<file path="src/rtl/wss_pkg.sv">
// Constants, types and helpers for the wakeup start-up sequencer.
// Assumes a 200 MHz system clock; times are kept in milliseconds.
package wss_pkg;

	localparam int WSS_CLK_PERIOD_PS = 5000;
	localparam int WSS_MS_PS         = 1000000000;
	// Clock cycles in one millisecond tick
	localparam int WSS_MS_CYCLES     = WSS_MS_PS / WSS_CLK_PERIOD_PS;

	localparam int WSS_MS_W = 10;
	localparam int WSS_CAD_W = 8;

	// Stage times in ms after the wake event
	localparam logic [WSS_MS_W-1:0] WSS_REG_ON_MS     = 10'h014; // 20
	localparam logic [WSS_MS_W-1:0] WSS_INIT_START_MS = 10'h017; // 23
	localparam logic [WSS_MS_W-1:0] WSS_COMP_SLOW_MS  = 10'h02f; // 47
	localparam logic [WSS_MS_W-1:0] WSS_COMP_FAST_MS  = 10'h023; // 35
	localparam logic [WSS_MS_W-1:0] WSS_FULL_SLOW_MS  = 10'h061; // 97
	localparam logic [WSS_MS_W-1:0] WSS_FULL_FAST_MS  = 10'h03e; // 62
	localparam logic [WSS_MS_W-1:0] WSS_SWITCH_ON_MS  = 10'h116; // 278

	// Switch decision cadence: period 250 ms, phase 28 ms after wake
	localparam logic [WSS_CAD_W-1:0] WSS_CAD_LAST   = 8'hf9; // 249
	localparam logic [WSS_CAD_W-1:0] WSS_CAD_PREV   = 8'h1b; // 27

	// Register byte offsets
	localparam logic [7:0] WSS_CTRL_OFF  = 8'h00;
	localparam logic [7:0] WSS_ALARM_OFF = 8'h04;
	localparam logic [7:0] WSS_STATE_OFF = 8'h08;
	localparam logic [7:0] WSS_INT_OFF   = 8'h0c;
	localparam logic [7:0] WSS_MASK_OFF  = 8'h10;

	// Control register fields
	localparam int WSS_CTRL_W    = 3;
	localparam int WSS_CTRL_FAST = 0;
	localparam int WSS_CTRL_SW   = 1;
	localparam int WSS_CTRL_REG  = 2;
	localparam int WSS_CTRL_SHDN = 3;

	localparam int WSS_ALARM_W = 4;
	localparam int WSS_INT_W   = 6;

	// Wake pins at rest: load sense low, thermistor high
	localparam logic [1:0] WSS_PIN_IDLE = 2'h1;

	typedef enum logic [2:0] {
		WSS_SHUTDOWN  = 3'h0,
		WSS_WAIT_REG  = 3'h1,
		WSS_WAIT_INIT = 3'h3,
		WSS_WAIT_COMP = 3'h2,
		WSS_WAIT_FULL = 3'h6,
		WSS_NORMAL    = 3'h7
	} wss_state_type;

	// Fixed stage order
	function automatic wss_state_type wss_stage_after(
		input wss_state_type s);
		case (s)
			WSS_SHUTDOWN:  return WSS_WAIT_REG;
			WSS_WAIT_REG:  return WSS_WAIT_INIT;
			WSS_WAIT_INIT: return WSS_WAIT_COMP;
			WSS_WAIT_COMP: return WSS_WAIT_FULL;
			default:       return WSS_NORMAL;
		endcase
	endfunction : wss_stage_after

endpackage : wss_pkg

</file>
<file path="src/rtl/wss_time_if.sv">
// Millisecond time base link between sequencer and time base.
// Assumes both ends share one clock.
`timescale 1ns/1ps
interface wss_time_if;
	import wss_pkg::*;
	logic                start;
	logic                msTick;
	logic [WSS_MS_W-1:0] msCount;
	modport seq  (output start, input msTick, input msCount);
	modport base (input start, output msTick, output msCount);
endinterface : wss_time_if

</file>
<file path="src/rtl/wss_timebase.sv">
// Millisecond tick and elapsed-time counter, restarted by start.
// Assumes a free-running clock; msCount saturates at its maximum.
`timescale 1ns/1ps
module wss_timebase import wss_pkg::*; #(
	parameter int MS_CYCLES = WSS_MS_CYCLES
) (
	input wire logic clk,
	input wire logic nrst,
	wss_time_if.base tb
);
	localparam int DIV_W = $clog2(MS_CYCLES + 1);
	localparam logic [DIV_W-1:0] DIV_LAST = DIV_W'(MS_CYCLES - 1);
	localparam logic [WSS_MS_W-1:0] CNT_MAX = '1;

	logic [DIV_W-1:0]    div_reg;
	logic [WSS_MS_W-1:0] count_reg;
	logic                tickNow;

	assign tickNow = (div_reg == DIV_LAST);
	assign tb.msTick = tickNow;
	assign tb.msCount = count_reg;

	// Counts from the wake event on a fixed time base
	always_ff @(posedge clk)
	begin
		if (!nrst || tb.start)
		begin
			div_reg   <= '0; // RULE_10
			count_reg <= '0;
		end
		else
		begin
			div_reg <= tickNow ? '0 : div_reg + 1'b1;
			if (tickNow && count_reg != CNT_MAX)
				count_reg <= count_reg + 1'b1;
		end
	end

endmodule : wss_timebase

</file>
<file path="src/rtl/wss_sequencer.sv">
// Wakeup start-up sequencer with APB registers and alarm pin.
// Assumes wake pins are asynchronous and an APB master on clk.
//
// Behaviour
// RULE_01 - Thermistor low or load high wakes device
// RULE_02 - Fixed stage series before normal mode
// RULE_03 - Regulator on at 20 ms if enabled
// RULE_04 - Init-started flag at 23 ms
// RULE_05 - Init-complete and scan at 47/35 ms
// RULE_06 - Full-scan flag at 97/62 ms
// RULE_07 - Switch decision once per 250 ms
// RULE_08 - Switches on at 278 ms when enabled
// RULE_09 - Alarm pin low when selected flag active
// RULE_10 - Stage delays from fixed wake time base
//
// Chosen here: the placing of the registers and register access over APB.
`timescale 1ns/1ps
module wss_sequencer import wss_pkg::*; #(
	parameter int MS_CYCLES = WSS_MS_CYCLES,
	parameter int ADDR_W    = 8
) (
	input  wire logic              clk,
	input  wire logic              nrst,
	input  wire logic              psel,
	input  wire logic              penable,
	input  wire logic              pwrite,
	input  wire logic [ADDR_W-1:0] paddr,
	input  wire logic [31:0]       pwdata,
	output logic [31:0]            prdata,
	output logic                   pready,
	output logic                   pslverr,
	input  wire logic              secondThermistorPin,
	input  wire logic              loadSensePin,
	output logic                   auxRegulatorOutput,
	output logic                   initStartedFlag,
	output logic                   initCompleteFlag,
	output logic                   conversionScanFlag,
	output logic                   fullScanFlag,
	output logic                   switchOn,
	output logic                   normalMode,
	output logic                   alertOut,
	output logic                   alertOe,
	output logic                   irq
);

	wss_time_if tif ();

	wss_timebase #(
		.MS_CYCLES (MS_CYCLES)
	) u_timebase (
		.clk  (clk),
		.nrst (nrst),
		.tb   (tif.base)
	);

	wss_state_type       state_reg;
	wss_state_type       state_next;
	logic [1:0]          s1_reg;
	logic [1:0]          s2_reg;
	logic [1:0]          s3_reg;
	logic [1:0]          pin_reg;
	logic [WSS_CTRL_W-1:0]  ctrl_reg;
	logic [WSS_ALARM_W-1:0] alarm_reg;
	logic [WSS_INT_W-1:0]   int_reg;
	logic [WSS_INT_W-1:0]   int_next;
	logic [WSS_INT_W-1:0]   mask_reg;
	logic [WSS_CAD_W-1:0]   cad_reg;
	logic                fast_reg;
	logic                reg_reg;
	logic                init_reg;
	logic                comp_reg;
	logic                full_reg;
	logic                sw_reg;
	logic                sw_next;
	logic                alert_reg;
	logic                irq_reg;
	logic [31:0]         prdata_reg;
	logic                slverr_reg;

	logic                wakeLvl;
	logic                wakeStart;
	logic                stageDone;
	logic [WSS_MS_W-1:0] stageTarget;
	logic [WSS_MS_W-1:0] compTime;
	logic [WSS_MS_W-1:0] fullTime;
	logic [WSS_MS_W-1:0] msCount;
	logic                fastNow;
	logic                setup;
	logic                access;
	logic                wrCtrl;
	logic                rdClr;
	logic                shutdownCmd;
	logic                decide;
	logic                regNext;
	logic                initNext;
	logic                compNext;
	logic                fullNext;
	logic [4:0]          flagsNow;
	logic [4:0]          flagsNext;
	logic [WSS_INT_W-1:0] events;
	logic [31:0]         rdMux;
	logic                hit;
	logic                selCtrl;
	logic                selAlarm;
	logic                selInt;
	logic                selMask;

	// Wake pins pass three flops; a level counts once the last two agree
	assign wakeLvl = !pin_reg[0] || pin_reg[1]; // RULE_01

	always_ff @(posedge clk)
	begin
		if (!nrst)
		begin
			s1_reg  <= WSS_PIN_IDLE;
			s2_reg  <= WSS_PIN_IDLE;
			s3_reg  <= WSS_PIN_IDLE;
			pin_reg <= WSS_PIN_IDLE;
		end
		else
		begin
			s1_reg  <= {loadSensePin, secondThermistorPin};
			s2_reg  <= s1_reg;
			s3_reg  <= s2_reg;
			pin_reg <= (s2_reg == s3_reg) ? s3_reg : pin_reg;
		end
	end

	// Stage timing
	assign msCount   = tif.msCount;
	assign wakeStart = (state_reg == WSS_SHUTDOWN) && wakeLvl; // RULE_01
	assign tif.start = wakeStart;
	assign fastNow   = wakeStart ? ctrl_reg[WSS_CTRL_FAST] : fast_reg;
	assign compTime  = fast_reg ? WSS_COMP_FAST_MS : WSS_COMP_SLOW_MS;
	assign fullTime  = fast_reg ? WSS_FULL_FAST_MS : WSS_FULL_SLOW_MS;
	assign stageTarget =
		(state_reg == WSS_WAIT_REG)  ? WSS_REG_ON_MS :
		(state_reg == WSS_WAIT_INIT) ? WSS_INIT_START_MS :
		(state_reg == WSS_WAIT_COMP) ? compTime : fullTime; // RULE_10
	assign stageDone = (msCount >= stageTarget);

	always_comb
	begin
		state_next = state_reg;
		case (state_reg)
			WSS_SHUTDOWN:
				if (wakeLvl)
					state_next = WSS_WAIT_REG;
			WSS_NORMAL:
				if (shutdownCmd)
					state_next = WSS_SHUTDOWN;
			default:
				if (shutdownCmd)
					state_next = WSS_SHUTDOWN;
				else if (stageDone)
					state_next = wss_stage_after(state_reg); // RULE_02
		endcase
	end

	// Flags follow the stage reached
	assign regNext  = ctrl_reg[WSS_CTRL_REG] &&
		(state_next != WSS_SHUTDOWN) &&
		(state_next != WSS_WAIT_REG); // RULE_03
	assign initNext = (state_next == WSS_WAIT_COMP) ||
		(state_next == WSS_WAIT_FULL) ||
		(state_next == WSS_NORMAL); // RULE_04
	assign compNext = (state_next == WSS_WAIT_FULL) ||
		(state_next == WSS_NORMAL); // RULE_05
	assign fullNext = (state_next == WSS_NORMAL); // RULE_06

	// Decision cadence runs from the wake event
	assign decide = tif.msTick && (cad_reg == WSS_CAD_PREV);
	assign sw_next = (state_reg != WSS_NORMAL || shutdownCmd) ? 1'b0 :
		decide ? ctrl_reg[WSS_CTRL_SW] : sw_reg; // RULE_07 RULE_08

	always_ff @(posedge clk)
	begin
		if (!nrst)
		begin
			state_reg <= WSS_SHUTDOWN;
			fast_reg  <= 1'b0;
			cad_reg   <= '0;
			reg_reg   <= 1'b0;
			init_reg  <= 1'b0;
			comp_reg  <= 1'b0;
			full_reg  <= 1'b0;
			sw_reg    <= 1'b0;
			alert_reg <= 1'b0;
		end
		else
		begin
			state_reg <= state_next;
			fast_reg  <= fastNow;
			if (wakeStart)
				cad_reg <= '0;
			else if (tif.msTick)
				cad_reg <= (cad_reg == WSS_CAD_LAST) ? '0 :
					cad_reg + 1'b1; // RULE_07
			reg_reg   <= regNext;
			init_reg  <= initNext;
			comp_reg  <= compNext;
			full_reg  <= fullNext;
			sw_reg    <= sw_next;
			alert_reg <= |(alarm_reg &
				{fullNext, compNext, compNext, initNext}); // RULE_09
		end
	end

	// APB slave: zero wait states, data captured in the setup cycle
	assign setup  = psel && !penable;
	assign access = psel && penable;

	always_comb
	begin
		selCtrl  = 1'b0;
		selAlarm = 1'b0;
		selInt   = 1'b0;
		selMask  = 1'b0;
		hit      = 1'b1;
		rdMux    = '0;
		if (paddr[7:0] == WSS_CTRL_OFF)
		begin
			selCtrl = 1'b1;
			rdMux   = 32'(ctrl_reg);
		end
		else if (paddr[7:0] == WSS_ALARM_OFF)
		begin
			selAlarm = 1'b1;
			rdMux    = 32'(alarm_reg);
		end
		else if (paddr[7:0] == WSS_STATE_OFF)
			rdMux = 32'({msCount, flagsNow, state_reg});
		else if (paddr[7:0] == WSS_INT_OFF)
		begin
			selInt = 1'b1;
			rdMux  = 32'(int_reg);
		end
		else if (paddr[7:0] == WSS_MASK_OFF)
		begin
			selMask = 1'b1;
			rdMux   = 32'(mask_reg);
		end
		else
			hit = 1'b0;
	end

	assign wrCtrl = access && pwrite && selCtrl;
	assign shutdownCmd = wrCtrl && pwdata[WSS_CTRL_SHDN];
	assign rdClr  = access && !pwrite && selInt;

	// Sticky events; a new event wins over the read clear
	// Only bits returned by the read are cleared, so a late event survives
	assign flagsNow  = {sw_reg, full_reg, comp_reg, init_reg, reg_reg};
	assign flagsNext = {sw_next, fullNext, compNext, initNext, regNext};
	assign events    = {flagsNext & ~flagsNow, wakeStart};
	assign int_next  = (rdClr ? int_reg & ~prdata_reg[WSS_INT_W-1:0] :
		int_reg) | events;

	always_ff @(posedge clk)
	begin
		if (!nrst)
		begin
			ctrl_reg   <= '0;
			alarm_reg  <= '0;
			mask_reg   <= '0;
			int_reg    <= '0;
			irq_reg    <= 1'b0;
			prdata_reg <= '0;
			slverr_reg <= 1'b0;
		end
		else
		begin
			if (wrCtrl)
				ctrl_reg <= pwdata[WSS_CTRL_W-1:0];
			if (access && pwrite && selAlarm)
				alarm_reg <= pwdata[WSS_ALARM_W-1:0];
			if (access && pwrite && selMask)
				mask_reg <= pwdata[WSS_INT_W-1:0];
			int_reg <= int_next;
			irq_reg <= |(int_next & mask_reg);
			if (setup)
			begin
				prdata_reg <= rdMux;
				slverr_reg <= !hit;
			end
		end
	end

	assign prdata  = prdata_reg;
	assign pready  = access;
	assign pslverr = slverr_reg;

	assign auxRegulatorOutput = reg_reg;
	assign initStartedFlag    = init_reg;
	assign initCompleteFlag   = comp_reg;
	assign conversionScanFlag = comp_reg;
	assign fullScanFlag       = full_reg;
	assign switchOn           = sw_reg;
	assign normalMode         = (state_reg == WSS_NORMAL);
	// Open drain: only ever pulls low
	assign alertOut           = 1'b0; // RULE_09
	assign alertOe            = alert_reg;
	assign irq                = irq_reg;

	// Checks
	logic decided_reg;
	always_ff @(posedge clk)
	begin
		if (!nrst || state_reg == WSS_SHUTDOWN)
			decided_reg <= 1'b0;
		else if (decide && state_reg == WSS_NORMAL)
			decided_reg <= 1'b1;
	end
endmodule : wss_sequencer

</file>
<file path="config.mk">
export PLATFORM = sky130hd
export DESIGN_NAME = wss_sequencer
export DESIGN_NICKNAME = d
export VERILOG_FILES = /design/src/rtl/wss_pkg.sv /design/src/rtl/wss_time_if.sv /design/src/rtl/wss_timebase.sv /design/src/rtl/wss_sequencer.sv
export SDC_FILE = /design/constraint.sdc
export NUM_CORES = 1
export LEC_CHECK = 0
export ABC_AREA = 1
export BUFFER_PORTS_ARGS = -buffer_cell sky130_fd_sc_hd__buf_2
export CAP_MARGIN = 5
export CORE_MARGIN = 1
export CORE_UTILIZATION = 50
export CTS_CLUSTER_DIAMETER = 120
export DETAILED_ROUTE_END_ITERATION = 8
export PLACE_DENSITY = 0.7
export SLEW_MARGIN = 5
export SYNTH_ARGS = -nofsm -noshare
export SYNTH_HDL_FRONTEND = slang
export SYNTH_HIERARCHICAL = 1
export SYNTH_SLANG_ARGS = --single-unit
</file>
<file path="constraint.sdc">
create_clock -name clk -period 3.42 [get_ports clk]
set_input_delay 0.171 -clock clk [delete_from_list [all_inputs] [get_ports clk]]
set_output_delay 0.171 -clock clk [all_outputs]
set_load 0.005 [all_outputs]
</file>
# == Yosys cells after proc, flatten, opt, wreduce, memory -nomap -nowiden ==
# Index checks and enable logic that the tools add are counted.
# Widths: inputs -> output; s select.
# classes
n_addsub,3
order_cmp,1
n_eq_ne,18
muxes,36
bitwise_logic,8
n_reduce_logical,32
# ops
operator,count
$mux 18,3
$mux 7,4
$add 18x1->18 const B,1
$eq 18x18->1 const B,1
$mux 1,18
$mux 6,3
$eq 8x4->1 const B,2
$eq 8x5->1 const B,2
$logic_and 1x1->1,14
$and 6x6->6,2
$mux 3,4
$add 10x1->10 const B,1
$ge 10x7->1,1
$ne 10x10->1 const B,1
$eq 3x2->1 const B,3
$eq 3x3->1 const B,3
$pmux 3 s3,1
$add 8x1->8 const B,1
$eq 8x3->1 const B,1
$eq 8x8->1 const B,1
$logic_not 8->1,1
$mux 8,1
$logic_or 1x1->1,6
$not 6->6,1
other kinds (17),22
# totals
register_bits,107
input_bits,47
out_inout_bits,44
wordCells,120

# == Logic depth before layout (Yosys ltp) ==
# logic_depth
ltp_word,15
mapped_depth,24
depth_no_buf,24

# == By module ==
# The synthesis kept the hierarchy.
# by_module_without_submodules
module,instances,cells_each,area_per_inst_um2,seq_area_each_um2
wss_sequencer,1,466,3465.8,1301.2
wss_timebase,1,234,1584.0,560.5

# == Least setup slack after synthesis ==
# Ideal clock, no wire load.
# synth_timing
path_type,flip-flop to flip-flop
start,reg state_reg[1]
end,reg irq_reg (netlist: irq)
setup_time_ps,113
arrival_ps,2324
required_time_ps,3307
setup_slack_ps,982
stages_incl_launch_ff,21
path_buffers,0
synth_period_minus_slack_ps,2438
cell_sequence,dfxtp_1 -> inv_1 -> nor2_1 -> nand2_1 -> ha_1 -> nand2_1 -> ha_1 -> nand2_1 -> nand2_1 -> nand2_1 -> nand2_1 -> nand2_2 -> nand3_4 -> o21ai_2 -> nand2_4 -> nand3_2 -> nand2_1 -> a21oi_1 -> nand3_1 -> nor2_1 -> nor2_1
# synth_between
elab_chain_cells,15
word_cells_on_any_way,33
cone_classes,order compare (1); eq/ne (9); mux (10); bitwise (3); reduce/logical (10)
# synth_lines
item,line_no,rtl
start: declaration,wss_sequencer.sv:56,wss_state_type state_reg;
start signal: assignment,wss_sequencer.sv:192,state_reg <= state_next;
$eq 3x2->1,"wss_pkg.sv:58, wss_sequencer.sv:139",
$mux 7,wss_sequencer.sv:139,(state_reg == WSS_WAIT_COMP) ? compTime : fullTime;
$mux 7,wss_sequencer.sv:138,(state_reg == WSS_WAIT_INIT) ? WSS_INIT_START_MS :
$mux 7,wss_sequencer.sv:137,(state_reg == WSS_WAIT_REG) ? WSS_REG_ON_MS :
$ge 10x7->1,wss_sequencer.sv:140,assign stageDone = (msCount >= stageTarget);
$mux 3,wss_sequencer.sv:155,else if (stageDone)
$mux 3,wss_sequencer.sv:153,if (shutdownCmd)
$pmux 3 s2,wss_sequencer.sv:145,case (state_reg)
"$eq 3x2->1, or another cell as far along",wss_sequencer.sv:164,assign initNext = (state_next == WSS_WAIT_COMP) ||
$logic_or 1x1->1 / $logic_and 1x1->1 (equally long branches),"wss_sequencer.sv:164, wss_sequencer.sv:161",
$logic_or 1x1->1 / $logic_and 1x1->1 (equally long branches),"wss_sequencer.sv:165, wss_sequencer.sv:162",
$and 5x5->5,wss_sequencer.sv:255,"assign events = {flagsNext & ~flagsNow, wakeStart};"
$or 6x6->6 *,wss_sequencer.sv:257,int_reg) | events;
$and 6x6->6 *,wss_sequencer.sv:280,irq_reg <= |(int_next & mask_reg);
$reduce_or 6->1 *,wss_sequencer.sv:280,
end signal: assignment,wss_sequencer.sv:280,
end: declaration,wss_sequencer.sv:76,logic irq_reg;
# Every way passes the cells marked *; elsewhere a longest branch is shown, timed or not.
# A chain may end at the register's enable or synchronous reset.

# == Final worst setup path ==
# Ends and elaborated chain as after synthesis.

==> summary.md <==
| Metric | Value |
|---|---|
| Area Overhead vs Synth | `10.0%` |
| Number of I/O pins | `91` |
| Switching Fraction | `27.4%` |
| Crit path arrival time | `3030 ps` |
| Setup Buffers After CTS | `0` |
| DR WL/cell | `12.1 um` |
| Worst setup SP type | `flip-flop` |
| DRC violations left | `0` |
| Placed Cells | `870` |
| Main synth FF type | `dfxtp_1` |
| Die Width | `102 um` |
| Worst Tran Pin Value | `1030 ps` |
| Clk_skew | `15.1 ps` |
| Clock Pin Slew Worst Setup and Hold Paths | `110 ps` |
| Outcome | `complete, no violations` |
| First-pass iteration count of the detailed router | `5` |
| Combinational share of power | `7.5%` |
| Hold Path Class | `input pin to flip-flop` |
| WL final | `10.7 mm` |
| Most common cell after layout, fill and taps aside | `nand2_1` |
| # setup viols final | `0` |
| Power consumption | `1.98 mW` |
| Fin cells | `888` |
| HPWL Detailed | `8.04 mm` |
| Critical path class | `flip-flop to flip-flop` |
| CTS root buffer | `clkbuf_8` |
| Fin nets | `811` |
| Crit. End Element | `flip-flop` |
| Fill count | `945` |
| Clk buf depth | `2` |
| Cells after synthesis | `700` |
| Die Y | `102 um` |
| Internal Pwr Total | `1.44 mW` |
| Post-synth ARST share | `0%` |
| DR vias | `4433` |
| Diode count | `0` |
| Fraction of layout cells with a size suffix above 1 | `17.6%` |
| Synth cell types | `46` |
| EDFF count, synth | `0` |
| Initial Utilization | `51.7%` |
| Required @ worst endpoint | `3650 ps` |
| Peak supply drop | `0.000215 V` |
| Footprint of the multi-input gates | `0.00264 mm2` |
| Sink Count | `93` |
| F_max | `357 MHz` |
| Fin crit period | `2800 ps` |
| Die area | `0.0105 mm2` |
| MaxCap Viol Count | `0` |
| Worst-skew pair later-pin latency | `370 ps` |
| Fin Setup TNS | `0 ps` |
| Routability cong. | `0.873` |
| Yosys warning total | `6` |
| First DRT Iteration DRCs | `193` |
| Final worst slack | `621 ps` |
| Core Box Area | `0.00977 mm2` |
| Seq cells post-synth | `93` |
| RSZ-0062 raised after global routing | `no` |
| Register area share after synthesis | `36.9%` |
| Number of placement rows | `36` |
| Total CTS buffers | `9` |
| Detail Route Antenna Nets | `0` |
| Final Max Tran Viols | `0` |
| TritonCTS clock tree | `built` |
| CTS H-tree depth | `3` |
| Number of port buffers | `49` |
| Post-placement setup slack | `663 ps` |
| Clock network fraction of design power | `36.7%` |
| Post-cts resize count | `0` |
| Vias in the first global route | `4078` |
| Most frequent cells in the layout | `nand2_1, inv_1, dfxtp_1` |
| Reported net switching power | `0.542 mW` |
| Vias/cell | `4.99` |
| Largest fanout on the critical path | `7` |
| Post-Syn Area per Cell | `7.21 um2` |
| Largest net degree at the start of global routing | `35` |
| Final hold vios | `0` |
| Grt ovf | `0` |
| Register area | `0.00186 mm2` |
| Lkg Pwr | `2.42 nW` |
| Final Cycle Share | `81.8%` |
| Synthesized cell area | `0.00505 mm2` |
| Worst slew margin | `31.0%` |
| Antenna violations before repair | `0` |
| Sequential power share | `55.9%` |
| Gr usage total | `22.0%` |
| Cell Pwr Density | `356 mW/mm2` |
| First-pass GRT wire length | `18.2 mm` |
-- metal layers --
layer  routed length, um  track usage (%)  vias to the layer above
met1                5220             29.7                     2001
met4                 164             6.92                        0
met2                4750             34.7                      116
li1                    -                -                     2299
met5                   0                0                        -
met3                 582             5.02                       17
-- critical path, cell delays in order, from the launching register on --
cell     delay, ps
dfxtp_1        490
inv_1           70
nor2_1         130
nand2_1        130
ha_1           330
nand2_1         60
ha_1           290
nand2_1         60
nand2_1         50
nand2_1         50
nand2_1         60
nand2_2         90
nand3_4        100
nor2_1         100
nor2_1          40
nor2_1         110
nand2_1        100
nand3_2         80
nand2_1         50
nand2_1         60
nand3_1         70
nor2_1         100
nor2_1          50
-- kinds of logic (layout without fill, tap and decap cells) --
family                   Yosys count  in the layout  share of synthesized area [%]
buffers and inverters            134            175                           11.8
other                              1             15                         0.0743
flip-flops                        93             93                           36.9
XOR/XNOR                          18             18                           3.12
adder cells (fa/ha/maj)           14             14                           3.47
AND/OR/NAND/NOR                  350            350                           34.6
AO/OA/AOI/OAI                     90             90                           10.0
-- power groups by stage --
| stage | clock network, mW | registers, mW | logic [mW] |
|---|---|---|---|
| 6_report | 0.725 | 1.11 | 0.148 |
| 5_1_grt | 0.789 | 1.11 | 0.171 |
| 4_1_cts | 0.749 | 1.11 | 0.148 |
| 3_5_place_dp | 0 | 1.13 | 0.145 |
| 3_3_place_gp | 0 | 1.13 | 0.141 |
| 2_1_floorplan | 0 | 1.13 | 0.119 |
-- worst paths after layout --
kind                      from     endpoint  slack (ps)  cells after the start
setup / recovery  state_reg[1]          irq         620                     22
hold / removal       pwdata[5]  mask_reg[5]          40                      3
setup reg to reg  state_reg[1]          irq         620                     22
hold reg to reg      s1_reg[0]    s2_reg[0]         410                      1
-- per-stage QoR --
step / util, % / hold WS, ps / area (um2)
after floorplan: - / 269 / 5100
after global placement: 54.6 / 361 / 5340
after detailed placement: 54.6 / 358 / 5340
after CTS: 56.8 / 26.5 / 5560
after global routing: 56.8 / 38.5 / 5560
final: 56.8 / 36.3 / 5560
-- layout make-up --
cell class	instances	share of cell area, %
Clock buffer	9	2.23
Clock inverter	7	1.37
Inverter	105	7.16
Multi-Input combinational cell	487	47.6
Sequential cell	93	33.5
Tap cell	133	2.99
Timing Repair Buffer	54	5.18
-- synthesized netlist by cell type (8+ instances only) --
cell type  number  area share [%]
nand3_1        37             3.7
o21ai_0        32             3.2
xor2_1         13             2.3
nand4_1        13             1.6
nor2_1         90             6.7
buf_4          18             2.7
nand2_1       135              10
nor2_2          9             1.1
a21oi_1        41             4.1
inv_1          95             7.1
dfxtp_1        93              37
nor3_1         17             1.7
ha_1           14             3.5
nand2_2        14             1.7
nand3_2         8             1.6
-- what timing repair did --
item	4_1_cts	5_1_grt
endpoints found under the hold margin	2	0
setup endpoints to repair	0	0
hold buffers	2	0
Power figures use the tool's default switching activity.
